===== src/rtl/nmps_pkg.sv =====
// Package: offsets, field layout, reset values and codes of the port select slice
`default_nettype none
package nmps_pkg;
    // ------------------------------------------------------------
    // Register byte addresses on the APB
    // ------------------------------------------------------------
    localparam logic [7:0] ADDR_MODE = 8'h00;   // network_mode_control
    localparam logic [7:0] ADDR_CTRL = 8'h04;   // stop, suspend, media select
    localparam logic [7:0] ADDR_STAT = 8'h08;   // decoded port state
    localparam int ADDR_W = 8;
    localparam int DATA_W = 32;
    localparam int MODE_W = 16;

    // ------------------------------------------------------------
    // Field positions in network_mode_control
    // ------------------------------------------------------------
    localparam int BIT_CODEC_LB = 10;   // codec_loopback_select
    localparam int BIT_THR_IDLE = 9;    // threshold_or_idle_bit
    localparam int BIT_PSEL_HI = 8;     // net_port_select[1]
    localparam int BIT_PSEL_LO = 7;     // net_port_select[0]
    localparam int BIT_INT_LB = 6;      // internal_loopback
    localparam int BIT_LOOP_EN = 2;     // loopback enable

    // Field positions in the control register
    localparam int BIT_STOP = 0;
    localparam int BIT_SUSPEND = 1;
    localparam int BIT_MEDIA_AUTO = 2;

    // Field positions in the status register
    localparam int BIT_ST_PORT_LO = 0;  // active port code, 2 bits
    localparam int BIT_ST_LB_LO = 2;    // loopback mode, 2 bits
    localparam int BIT_ST_LOW_THR = 4;
    localparam int BIT_ST_IDLE_HI = 5;
    localparam int BIT_ST_LINK = 6;

    // ------------------------------------------------------------
    // Reset values
    // ------------------------------------------------------------
    localparam logic [MODE_W-1:0] MODE_RESET = 16'h0000;
    localparam logic STOP_RESET = 1'b1;     // stopped, so setup is open
    localparam logic SUSPEND_RESET = 1'b0;
    localparam logic MEDIA_AUTO_RESET = 1'b0;

    // ------------------------------------------------------------
    // Port codes and loopback modes
    // ------------------------------------------------------------
    typedef enum logic [1:0]
    {
        NMPS_PORT_AUI = 2'b00,
        NMPS_PORT_TP = 2'b01,
        NMPS_PORT_SERIAL = 2'b10,
        NMPS_PORT_RSVD = 2'b11
    } nmps_port_type;

    typedef enum logic [1:0]
    {
        NMPS_LB_NORMAL = 2'b00,
        NMPS_LB_EXTERNAL = 2'b01,
        NMPS_LB_INT_CODEC = 2'b10,
        NMPS_LB_INT_BYPASS = 2'b11
    } nmps_lb_type;
endpackage
`default_nettype wire


===== src/rtl/nmps_mode_if.sv =====
// Interface: mode fields to the decoder and decoded port controls back
`default_nettype none
interface nmps_mode_if;
    logic [1:0] port_sel;       // net_port_select field
    logic media_auto;           // automatic port choice
    logic tp_link_ok;           // twisted pair link seen
    logic thr_bit;              // threshold_or_idle_bit
    logic codec_lb;             // codec_loopback_select
    logic int_lb;               // internal_loopback
    logic loop_en;              // loopback enable
    nmps_pkg::nmps_port_type port;  // port in use
    logic low_thr;              // reduced squelch in force
    logic idle_high;            // AUI rests high
    nmps_pkg::nmps_lb_type lb_mode; // loopback mode

    modport dec
    (
        input port_sel, media_auto, tp_link_ok, thr_bit, codec_lb,
        input int_lb, loop_en,
        output port, low_thr, idle_high, lb_mode
    );
    modport top
    (
        output port_sel, media_auto, tp_link_ok, thr_bit, codec_lb,
        output int_lb, loop_en,
        input port, low_thr, idle_high, lb_mode
    );
endinterface
`default_nettype wire


===== src/rtl/nmps_port_decode.sv =====
// Decoder: port choice, bit 9 meaning and loopback mode
`default_nettype none
module nmps_port_decode
(
    nmps_mode_if.dec m
);
    // ------------------------------------------------------------
    // Port choice
    // ------------------------------------------------------------
    // Auto mode follows link state; manual mode takes the field
    always_comb
    begin
        if (m.media_auto)
        begin
            // Field has no effect here
            m.port = m.tp_link_ok ? nmps_pkg::NMPS_PORT_TP
                                  : nmps_pkg::NMPS_PORT_AUI;
        end
        else
        begin
            // Straight field decode, 11 kept as reserved
            m.port = nmps_pkg::nmps_port_type'(m.port_sel);
        end
    end

    // ------------------------------------------------------------
    // Bit 9: threshold on TP, idle level on AUI
    // ------------------------------------------------------------
    always_comb
    begin
        // Meaning depends on the port in use
        m.low_thr = m.thr_bit && (m.port == nmps_pkg::NMPS_PORT_TP);
        // Idle level only under software selection
        m.idle_high = m.thr_bit && !m.media_auto
                      && (m.port == nmps_pkg::NMPS_PORT_AUI);
    end

    // ------------------------------------------------------------
    // Loopback mode
    // ------------------------------------------------------------
    always_comb
    begin
        if (!m.loop_en)
        begin
            m.lb_mode = nmps_pkg::NMPS_LB_NORMAL;
        end
        else if (!m.int_lb)
        begin
            m.lb_mode = nmps_pkg::NMPS_LB_EXTERNAL;
        end
        else
        begin
            // Bit 10 picks codec in or out of the loop
            m.lb_mode = m.codec_lb ? nmps_pkg::NMPS_LB_INT_BYPASS
                                   : nmps_pkg::NMPS_LB_INT_CODEC;
        end
    end
endmodule
`default_nettype wire


===== src/rtl/nmps_top.sv =====
// Top: APB slave holding the mode slice and driving the port controls
`default_nettype none
module nmps_top
(
    input wire logic pclk,
    input wire logic presetn,
    input wire logic psel,
    input wire logic penable,
    input wire logic pwrite,
    input wire logic [nmps_pkg::ADDR_W-1:0] paddr,
    input wire logic [nmps_pkg::DATA_W-1:0] pwdata,
    input wire logic tp_link_ok,
    output logic pready,
    output logic [nmps_pkg::DATA_W-1:0] prdata,
    output logic pslverr,
    output logic port_aui_en,
    output logic port_tp_en,
    output logic port_serial_en,
    output logic rx_low_threshold,
    output logic aui_idle_high,
    output logic [1:0] loopback_mode
);
    // ------------------------------------------------------------
    // Declarations
    // ------------------------------------------------------------
    logic [nmps_pkg::MODE_W-1:0] mode_reg;  // network_mode_control
    logic [nmps_pkg::MODE_W-1:0] next_mode_reg;
    logic stop;                 // controller stopped
    logic next_stop;
    logic suspend;              // controller suspended
    logic next_suspend;
    logic media_auto;           // bus config media select
    logic next_media_auto;
    logic next_pready;
    logic [nmps_pkg::DATA_W-1:0] next_prdata;
    logic next_pslverr;
    logic next_aui, next_tp, next_serial;
    logic next_low_thr, next_idle_high;
    logic [1:0] next_lb;
    logic setup;                // first cycle of a transfer
    logic wr_done;              // write completes at this edge
    logic unlocked;             // mode slice open to software
    logic [nmps_pkg::DATA_W-1:0] rd_word;
    nmps_mode_if m ();

    // ------------------------------------------------------------
    // Decoder
    // ------------------------------------------------------------
    assign m.port_sel = mode_reg[nmps_pkg::BIT_PSEL_HI:nmps_pkg::BIT_PSEL_LO];
    assign m.media_auto = media_auto;
    assign m.tp_link_ok = tp_link_ok;
    assign m.thr_bit = mode_reg[nmps_pkg::BIT_THR_IDLE];
    assign m.codec_lb = mode_reg[nmps_pkg::BIT_CODEC_LB];
    assign m.int_lb = mode_reg[nmps_pkg::BIT_INT_LB];
    assign m.loop_en = mode_reg[nmps_pkg::BIT_LOOP_EN];

    nmps_port_decode u_decode
    (
        .m(m)
    );

    // ------------------------------------------------------------
    // APB decode and register next state
    // ------------------------------------------------------------
    // Answer comes in the first access cycle; no wait states needed
    always_comb
    begin
        setup = psel && !penable;
        wr_done = psel && penable && pready && pwrite;
        unlocked = stop || suspend;
        next_mode_reg = mode_reg;
        next_stop = stop;
        next_suspend = suspend;
        next_media_auto = media_auto;
        if (wr_done && paddr == nmps_pkg::ADDR_MODE && unlocked)
        begin
            // Writes while running are dropped silently
            next_mode_reg = '0;
            next_mode_reg[nmps_pkg::BIT_CODEC_LB] =
                pwdata[nmps_pkg::BIT_CODEC_LB];
            next_mode_reg[nmps_pkg::BIT_THR_IDLE] =
                pwdata[nmps_pkg::BIT_THR_IDLE];
            next_mode_reg[nmps_pkg::BIT_PSEL_HI] =
                pwdata[nmps_pkg::BIT_PSEL_HI];
            next_mode_reg[nmps_pkg::BIT_PSEL_LO] =
                pwdata[nmps_pkg::BIT_PSEL_LO];
            next_mode_reg[nmps_pkg::BIT_INT_LB] = pwdata[nmps_pkg::BIT_INT_LB];
            next_mode_reg[nmps_pkg::BIT_LOOP_EN] =
                pwdata[nmps_pkg::BIT_LOOP_EN];
        end
        if (wr_done && paddr == nmps_pkg::ADDR_CTRL)
        begin
            // Control is always writable, else the lock could never open
            next_stop = pwdata[nmps_pkg::BIT_STOP];
            next_suspend = pwdata[nmps_pkg::BIT_SUSPEND];
            next_media_auto = pwdata[nmps_pkg::BIT_MEDIA_AUTO];
        end
    end

    // ------------------------------------------------------------
    // Read mux and response
    // ------------------------------------------------------------
    always_comb
    begin
        rd_word = '0;
        next_pslverr = 1'b0;
        unique case (paddr)
            nmps_pkg::ADDR_MODE:
            begin
                // Locked slice reads as zero
                if (unlocked)
                begin
                    rd_word[nmps_pkg::MODE_W-1:0] = mode_reg;
                end
            end
            nmps_pkg::ADDR_CTRL:
            begin
                rd_word[nmps_pkg::BIT_STOP] = stop;
                rd_word[nmps_pkg::BIT_SUSPEND] = suspend;
                rd_word[nmps_pkg::BIT_MEDIA_AUTO] = media_auto;
            end
            nmps_pkg::ADDR_STAT:
            begin
                rd_word[nmps_pkg::BIT_ST_PORT_LO +: 2] = m.port;
                rd_word[nmps_pkg::BIT_ST_LB_LO +: 2] = m.lb_mode;
                rd_word[nmps_pkg::BIT_ST_LOW_THR] = m.low_thr;
                rd_word[nmps_pkg::BIT_ST_IDLE_HI] = m.idle_high;
                rd_word[nmps_pkg::BIT_ST_LINK] = tp_link_ok;
            end
            default:
            begin
                // Unmapped address: error, data zero
                next_pslverr = setup;
            end
        endcase
        next_pready = setup;
        next_prdata = (setup && !pwrite) ? rd_word : '0;
    end

    // ------------------------------------------------------------
    // Port control next state
    // ------------------------------------------------------------
    // Reserved code 11 enables no port at all
    always_comb
    begin
        next_aui = (m.port == nmps_pkg::NMPS_PORT_AUI);
        next_tp = (m.port == nmps_pkg::NMPS_PORT_TP);
        next_serial = (m.port == nmps_pkg::NMPS_PORT_SERIAL);
        next_low_thr = m.low_thr;
        next_idle_high = m.idle_high;
        next_lb = m.lb_mode;
    end

    // ------------------------------------------------------------
    // Registers
    // ------------------------------------------------------------
    // Reset lands on AUI with bit 9 clear
    always_ff @(posedge pclk or negedge presetn)
    begin
        if (!presetn)
        begin
            mode_reg <= nmps_pkg::MODE_RESET;
            stop <= nmps_pkg::STOP_RESET;
            suspend <= nmps_pkg::SUSPEND_RESET;
            media_auto <= nmps_pkg::MEDIA_AUTO_RESET;
            pready <= 1'b0;
            prdata <= '0;
            pslverr <= 1'b0;
            port_aui_en <= 1'b1;
            port_tp_en <= 1'b0;
            port_serial_en <= 1'b0;
            rx_low_threshold <= 1'b0;
            aui_idle_high <= 1'b0;
            loopback_mode <= nmps_pkg::NMPS_LB_NORMAL;
        end
        else
        begin
            mode_reg <= next_mode_reg;
            stop <= next_stop;
            suspend <= next_suspend;
            media_auto <= next_media_auto;
            pready <= next_pready;
            prdata <= next_prdata;
            pslverr <= next_pslverr;
            port_aui_en <= next_aui;
            port_tp_en <= next_tp;
            port_serial_en <= next_serial;
            rx_low_threshold <= next_low_thr;
            aui_idle_high <= next_idle_high;
            loopback_mode <= next_lb;
        end
    end

    // ------------------------------------------------------------
    // Checks
    // ------------------------------------------------------------
    logic seen_clock;           // high from the first edge after reset
    always_ff @(posedge pclk or negedge presetn)
    begin
        if (!presetn)
        begin
            seen_clock <= 1'b0;
        end
        else
        begin
            seen_clock <= 1'b1;
        end
    end
endmodule
`default_nettype wire


===== config.mk =====
export PLATFORM = sky130hd
export DESIGN_NAME = nmps_top
export DESIGN_NICKNAME = d
export VERILOG_FILES = /design/src/rtl/nmps_pkg.sv /design/src/rtl/nmps_mode_if.sv /design/src/rtl/nmps_port_decode.sv /design/src/rtl/nmps_top.sv
export SDC_FILE = /design/constraint.sdc
export NUM_CORES = 1
export LEC_CHECK = 0
export ABC_CLOCK_PERIOD_IN_PS = 2100
export BUFFER_PORTS_ARGS = -buffer_cell sky130_fd_sc_hd__clkbuf_2
export CAP_MARGIN = 20
export CORE_MARGIN = 5
export CORE_UTILIZATION = 35
export CTS_CLUSTER_SIZE = 30
export DETAILED_ROUTE_END_ITERATION = 16
export PLACE_DENSITY = 0.69
export SLEW_MARGIN = 20
export SYNTH_ARGS = -nofsm -noshare
export SYNTH_HDL_FRONTEND = slang
export SYNTH_SLANG_ARGS = --single-unit

===== constraint.sdc =====
create_clock -name pclk -period 2.1 [get_ports pclk]
set_input_delay 0.315 -clock pclk [delete_from_list [all_inputs] [get_ports pclk]]
set_output_delay 0.315 -clock pclk [all_outputs]
set_load 0.005 [all_outputs]

==> metrics.csv, run 1 <==
metric,value,unit
status,finished clean,
first_pass_iters,4,
powerDensity,695.7,mW/mm2
drtAntennaViolNets,0,
avgSynthCellArea,11.79,um2
setup_ws,0.2143,ns
syn_inst,112,
start_kind,flop,
crit_path_end,mode_reg[10],
die_y,71.41,um
cp-end-kind,flop,
drive_above_1_share,0.4000,
final_nets,205,
power,1.119,mW
path_clk_slew,0.06,ns
place_congestion,0.8835,
rr_worst_depth,4,
cts_buffer_depth,2,
grt_max_degree,30,
antenna_found_initial,0,
yosysTopAreaCell,dfrtp_1,
synthFlopType,dfrtp_1,
clock_skew,0.006267,ns
peakVddDrop,0.2127,mV
finalHoldViolCount,0,
yosysSeqAreaShare,0.5517,
mostFrequentLayoutCells,"41 x clkbuf_2, 27 x dfrtp_1, 21 x conb_1, 11 x nor2_1, 7 x clkbuf_8",
wl,2.469,mm
reg2reg_to,mode_reg[10],
ys_seq_elements,29,
max_freq,530.3,MHz
yosysUniqueCellTypes,32,
layout_commonest_cell,clkbuf_2,
grt-ovfl-total,0,
post_cts_buffers,0,
post-route-period-util,0.8979,
ys.warnings.count,0,
relSlewSlack,0.5589,
power_switching,239.8,uW
drc,0,
cellLeakagePower,0.8706,nW
drt_iter0_drc,62,
portBuffers,41,
grt-busiest-layer,met2,
num_vias,907,
holdBufCountCts,0,
final.setup.tns,0,ns
grt_pass1_vias,936,
use_met2,0.1602,
synth_top_area_share,0.5118,
critPathRequiredTime,2.27,ns
largest_register_ffs,11,
cts_sinks,29,
antennaDiodeCount,0,
num-fill-cells,376,
grt_util_met3,0.06592,
wl_per_cell,11.87,um
cts_resized,0,
grt_util_met1,0.1125,
tightest_slew,0.6616,ns
fin_crit,1.886,ns
path_max_fanout,6,
place_ws,0.2378,ns
dp_hpwl,1.985,mm
critPathKind,reg2reg,
netlist_area,0.001320,mm2
drv_cap,0,
report.final.setup_viol,0,
crit_arrival,2.05,ns
timing_max_transition_violations_final,0,
pwr-share-clk,0.442,
timing.rr.start,stop,
io_pins,87,
viasPerCell,4.361,
startpoint,stop,
async_flop_share,1.000,
p_comb_frac,0.055,
initial_core_util,0.3606,
die_x,71.41,um
seqPwrFrac,0.503,
grt_pass1_wl,4.091,mm
switching_share,0.2144,
cts_max_level,2,
synth_edf_count,0,
tritoncts,built,
fin_util,0.4392,
reg2reg_slack,0.21,ns
area_growth,21.80,%
rsz0062_at_grt,false,
core,0.003661,mm2
grt_usage,0.1044,
clk_latency,0.28,ns
ys_top_cells_by_area,"dfrtp_1 51%, buf_4 12%, mux2_2 4.3%",
root_buffer,clkbuf_8,
rows,22,
hold_path.class,in2async,
cts_buffers,5,
dieArea,0.005099,mm2
power.internal,878.8,uW
## power by group through the flow
stage                     registers, mW  logic [mW]  clock network, mW
after floorplan                   0.573      0.0477                  0
after global placement            0.573      0.0599                  0
after detailed placement          0.573      0.0607                  0
after CTS                         0.563      0.0608              0.507
after global routing              0.563      0.0711              0.534
final                             0.563      0.0611              0.495
## cell families after synthesis
group                  share of synthesized area
multiplexers                             0.09289
AND/OR/NAND/NOR                           0.1668
flip-flops                                0.5517
AO/OA/AOI/OAI                            0.04645
other                                   0.002841
buffers and inverters                     0.1393
## worst max-delay path: stages, from the launching register on
cell and delay, ns:
dfstp_2 0.55, nor2_1 0.07, or3_1 0.39, nor3_4 0.38, mux2_2 0.38
## routing by layer
metal	vias to the layer above	routed length [um]
li1	431	-
met1	424	958
met2	47	1133
met3	5	349
met4	0	27
met5	-	0
## metrics by stage
stage / hold slack (ns) / cell area, um2 / std cells
floorplan: 0.01941 / 1395 / 132
global placement: 0.3762 / 1506 / 200
detailed placement: 0.3776 / 1506 / 200
CTS: 0.07509 / 1608 / 208
global route: 0.1295 / 1608 / 208
finish: 0.05778 / 1608 / 208
## final cells by class
type / count / area, um2 / share of cell area
multi-input combinational: 75 / 483.0 / 0.3004
clock buffer: 7 / 96.34 / 0.05992
timing repair buffer: 42 / 212.7 / 0.1323
sequential: 29 / 728.2 / 0.4529
inverter: 6 / 22.52 / 0.01401
clock inverter: 1 / 5.005 / 0.003113
tap: 48 / 60.06 / 0.03735
## worst min-delay path by stage
stage / to / from / slack [ns]
floorplan: aui_idle_high / presetn / 0.02
global placement: prdata[4] / presetn / 0.38
detailed placement: prdata[4] / presetn / 0.38
CTS: mode_reg[9] / presetn / 0.08
global route: m.media_auto / presetn / 0.13
finish: prdata[2] / presetn / 0.06
## cell usage after synthesis (2+ instances only)
cell type	count
and2_1	3
dfstp_2	2
mux2_2	5
a22oi_1	2
inv_1	6
nor4b_1	2
nor2b_1	2
buf_4	21
nand2b_1	2
a21oi_1	2
or3_1	2
nand2_1	2
mux2_4	3
nor3_1	4
dfrtp_1	27
nor2_1	11
(Power assumes the default switching activity.)
==> run 2, diff against run 1 <==
--- a/config.mk
+++ b/config.mk
@@ -13,6 +13,7 @@
 export CTS_CLUSTER_SIZE = 30
 export DETAILED_ROUTE_END_ITERATION = 16
 export PLACE_DENSITY = 0.69
+export RECOVER_POWER = 100
 export SLEW_MARGIN = 20
 export SYNTH_ARGS = -nofsm -noshare
 export SYNTH_HDL_FRONTEND = slang
==> run 2 against run 1 <==
Utilization down 1.1 points. Hold slack gained 0.17 ns. Final cell count stayed put. Critical path depth stayed put. First-iteration DRC count shrank 27%. Setup slack worse by 0.028 ns. Flip-flop and latch count stayed put. Register-to-register slack worse by 0.03 ns. Non-clock buffer count stayed put. Sequential share of layout area grew 1.2 points. Critical path type unchanged.
==> metrics.csv, run 2 (synthesized netlist as in run 1, its figures left out) <==
metric,value,unit
status,finished clean,
largest_register_ffs,11,
fin_crit,1.913,ns
cts_buffers,5,
mostFrequentLayoutCells,"29 x clkbuf_2, 27 x dfrtp_1, 21 x conb_1, 12 x clkbuf_1, 11 x nor2_1",
cellLeakagePower,0.8201,nW
root_buffer,clkbuf_8,
critPathRequiredTime,2.27,ns
drv_cap,0,
path_max_fanout,6,
area_growth,18.67,%
clk_latency,0.28,ns
cts_max_level,2,
dp_hpwl,1.985,mm
dieArea,0.005099,mm2
layout_commonest_cell,clkbuf_2,
hold_end,pready,
reg2reg_slack,0.19,ns
die_y,71.41,um
seq_area,728.2,um2
power,1.115,mW
holdBufCountCts,0,
core,0.003661,mm2
fin_hold_ws,0.2245,ns
multiInputGateArea,456.7,um2
rsz0062_at_grt,false,
powerDensity,711.7,mW/mm2
post_cts_buffers,0,
hold_path.class,in2reg,
reg2reg_to,mode_reg[10],
io_pins,87,
hold_depth,2,
place_congestion,0.8835,
wl_per_cell,12.04,um
crit_arrival,2.08,ns
rows,22,
drc,0,
cts_buffer_depth,2,
cts_resized,0,
cts_sinks,29,
grt_usage,0.1044,
num-fill-cells,391,
grt-ovfl-total,0,
die_x,71.41,um
initial_core_util,0.3606,
place_ws,0.2378,ns
drtAntennaViolNets,0,
peakVddDrop,0.2124,mV
max_freq,522.7,MHz
post-route-period-util,0.9111,
final_nets,205,
grt_pass1_wl,4.091,mm
grt_pass1_vias,936,
report.final.setup_viol,0,
finalHoldViolCount,0,
tightest_slew,1.413,ns
drt_iter0_drc,45,
viasPerCell,4.361,
tritoncts,built,
first_pass_iters,4,
portBuffers,41,
grt_max_degree,30,
num_vias,907,
final.setup.tns,0,ns
path_clk_slew,0.06,ns
hp-start,penable,
antenna_found_initial,0,
critPathKind,reg2reg,
start_kind,flop,
wl,2.505,mm
rr_worst_depth,4,
clock_skew,0.006302,ns
relSlewSlack,0.05804,
timing.rr.start,stop,
antennaDiodeCount,0,
cp-end-kind,flop,
timing_max_transition_violations_final,0,
drive_above_1_share,0.2938,
setup_ws,0.1867,ns
run 2: changes by cell type in the layout (fill, tap and decap cells not counted), moves of 2 or more:
cell / change
mux2_4: -2
and2_1: -2
mux2_1: +2
clkbuf_2: -12
and2_0: +2
clkbuf_1: +12
run 2: report_power, final:
group / switching (mW) / total (mW) / internal, mW
Combinational: 0.0372 / 0.0572 / 0.0200
Sequential: 0.000951 / 0.563 / 0.562
Clock: 0.200 / 0.495 / 0.295
Total: 0.238 / 1.11 / 0.877
run 2: cell type report:
type	instances	share of cell area
multi-input cells	75	0.2915
well taps	48	0.03834
inverters	6	0.01438
flip-flops and latches	29	0.4649
clock buffers	7	0.06150
repair buffers	42	0.1262
clock inverters	1	0.003195
run 2: worst max path at each step:
stage / start / to / slack [ns] / cells after the start
2_1_floorplan: stop / mode_reg[10] / 0.37 / 4
5_1_grt: stop / mode_reg[10] / 0.11 / 4
4_1_cts: stop / mode_reg[10] / 0.20 / 4
3_3_place_gp: stop / mode_reg[10] / 0.22 / 4
6_report: stop / mode_reg[10] / 0.19 / 4
3_5_place_dp: stop / mode_reg[10] / 0.24 / 4
run 2: critical path: stages, from the launching register on:
cell and delay, ns:
dfstp_1 0.56, nor2_1 0.08, or3_1 0.40, nor3_4 0.38
mux2_2 0.38
run 2: metal layers:
metal | wire length (um) | up-vias | GRT usage
met5 | 0 | - | 0
met4 | 30 | 0 | 0.05010
met3 | 360 | 5 | 0.06592
met2 | 1142 | 47 | 0.1602
met1 | 971 | 425 | 0.1125
li1 | - | 430 | -
run 2: stage by stage:
step	instance area, um2	cells	util
4_1_cts	1608	208	0.4392
2_1_floorplan	1395	132	-
5_1_grt	1567	208	0.4279
3_5_place_dp	1506	200	0.4115
3_3_place_gp	1506	200	0.4115
6_report	1567	208	0.4279
==> run 3, diff against run 2 <==
--- a/config.mk
+++ b/config.mk
@@ -14,6 +14,7 @@
 export DETAILED_ROUTE_END_ITERATION = 16
 export PLACE_DENSITY = 0.69
 export RECOVER_POWER = 100
+export SETUP_SLACK_MARGIN = 0.3
 export SLEW_MARGIN = 20
 export SYNTH_ARGS = -nofsm -noshare
 export SYNTH_HDL_FRONTEND = slang
==> run 3 against run 2 <==
Critical path depth rose by 1. Hold slack improved by 0.0025 ns. Critical path type unchanged. Wire length fell by 1.3%. Global-route usage did not move. Non-clock buffer count rose by 1. Count of clock-buffer cells in the layout did not move. Highest routed layer unchanged. Flip-flop and latch count did not move. Sequential share of layout area fell by 0.41 points. Clock skew fell by 0.00077 ns. Setup slack improved by 0.047 ns.
==> metrics.csv, run 3 (synthesized netlist as in run 1, its figures left out) <==
metric,value,unit
status,finished clean,
core,0.003661,mm2
peakVddDrop,0.2095,mV
clk_latency,0.28,ns
pwr-share-clk,0.443,
die_x,71.41,um
timing_max_transition_violations_final,0,
hp-start,penable,
antenna_found_initial,0,
hold_path.class,in2reg,
final_nets,206,
seqPwrFrac,0.506,
critPathKind,reg2reg,
cp_num_cells,5,
cpPeakStageDelay,0.55,ns
report.final.setup_viol,0,
power_switching,234.7,uW
root_buffer,clkbuf_8,
dp_hpwl,1.985,mm
drive_above_1_share,0.3043,
timing.rr.start,stop,
tritoncts,built,
fin_hold_ws,0.2271,ns
hold_end,pready,
final.setup.tns,0,ns
finalHoldViolCount,0,
hold_depth,2,
power.internal,877.0,uW
crit_arrival,2.03,ns
num_vias,913,
io_pins,87,
grt_pass1_vias,938,
dieArea,0.005099,mm2
die_y,71.41,um
reg2reg_slack,0.23,ns
p_comb_frac,0.051,
path_cells,nor2_1 -> or3_4 -> nor3_1 -> buf_12 -> mux2_2,
cts_max_level,2,
portBuffers,41,
met2WireLength,1.095,mm
reg2reg_to,mode_reg[10],
rr_worst_depth,5,
viasPerCell,4.368,
wl_per_cell,11.83,um
max_freq,535.8,MHz
first_pass_iters,4,
path_clk_slew,0.06,ns
critPathRequiredTime,2.26,ns
rows,22,
cp-end-kind,flop,
critical_path.top_delay_family,simple AND/OR/NAND/NOR gates,
start_kind,flop,
cts_sinks,29,
grt-ovfl-total,0,
drv_cap,0,
grt_max_degree,30,
relSlewSlack,0.05303,
post-route-period-util,0.8887,
initial_core_util,0.3606,
path_max_fanout,6,
drc,0,
top_layer,met4,
tightest_slew,1.420,ns
mostFrequentLayoutCells,"29 x clkbuf_2, 27 x dfrtp_1, 21 x conb_1, 12 x clkbuf_1, 11 x nor2_1",
cts_buffer_depth,2,
wl_met3,381,um
largest_register_ffs,11,
wl_met1,943,um
powerDensity,703.5,mW/mm2
drt_iter0_drc,60,
wl,2.472,mm
cts_buffers,5,
rsz0062_at_grt,false,
place_congestion,0.8835,
clock_skew,0.005534,ns
cellLeakagePower,0.8139,nW
cp.buffers_inverters,1,
area_growth,19.72,%
switching_share,0.2111,
fin_crit,1.866,ns
grt_pass1_wl,4.091,mm
grt_usage,0.1044,
layout_commonest_cell,clkbuf_2,
critPathSlowestCell,dfstp_2,
drtAntennaViolNets,0,
antennaDiodeCount,0,
[run 3: how the worst max path moves through the flow]
stage / end / slack, ns / startpoint
6_report: mode_reg[10] / 0.23 / stop
3_3_place_gp: mode_reg[10] / 0.22 / stop
2_1_floorplan: mode_reg[10] / 0.37 / stop
3_5_place_dp: mode_reg[10] / 0.24 / stop
5_1_grt: mode_reg[10] / 0.16 / stop
4_1_cts: mode_reg[10] / 0.33 / stop
[run 3: cell type report]
cell class / instances / area, um2
Multi-Input combinational cell: 75 / 450.4
Timing Repair Buffer: 43 / 217.7
Fill cell: 391 / 2081
Clock inverter: 1 / 5.005
Inverter: 6 / 22.52
Clock buffer: 7 / 96.34
Tap cell: 48 / 60.06
Sequential cell: 29 / 728.2
[run 3: worst register-to-register path: cells and delay by family, from the launching register on]
family / cells / cell delay, ns
multiplexers: 1 / 0.33
buffers and inverters: 1 / 0.17
flip-flops: 1 / 0.55
AND/OR/NAND/NOR: 3 / 0.70
[run 3: stage by stage]
stage	instance area (um2)	total power [mW]	util	std cells	setup WS [ns]
floorplan	1395	0.6205	-	132	0.3744
global placement	1506	0.6325	0.4115	200	0.2237
detailed placement	1506	0.6332	0.4115	200	0.2378
CTS	1633	1.131	0.4460	209	0.3284
global route	1580	1.163	0.4316	209	0.1627
finish	1580	1.112	0.4316	209	0.2337
[run 3: repair_timing]
| item | in CTS | in global routing |
|---|---|---|
| resized for setup | 1 | 0 |
| endpoints found under the setup margin | 6 | 6 |
| setup buffers | 1 | 0 |
| pin swaps | 1 | 1 |
| hold buffers | 0 | 0 |
[run 3: power by group through the flow]
stage          logic [mW]  clock network (mW)  registers, mW
2_1_floorplan      0.0477                   0          0.573
5_1_grt            0.0670               0.534          0.563
6_report           0.0569               0.492          0.563
3_3_place_gp       0.0599                   0          0.573
4_1_cts            0.0610               0.507          0.563
3_5_place_dp       0.0607                   0          0.573
[run 3: routing by layer]
layer | GRT usage | vias to the layer above
li1 | - | 434
met1 | 0.1125 | 419
met2 | 0.1602 | 53
met3 | 0.06592 | 7
met4 | 0.05010 | 0
met5 | 0 | -
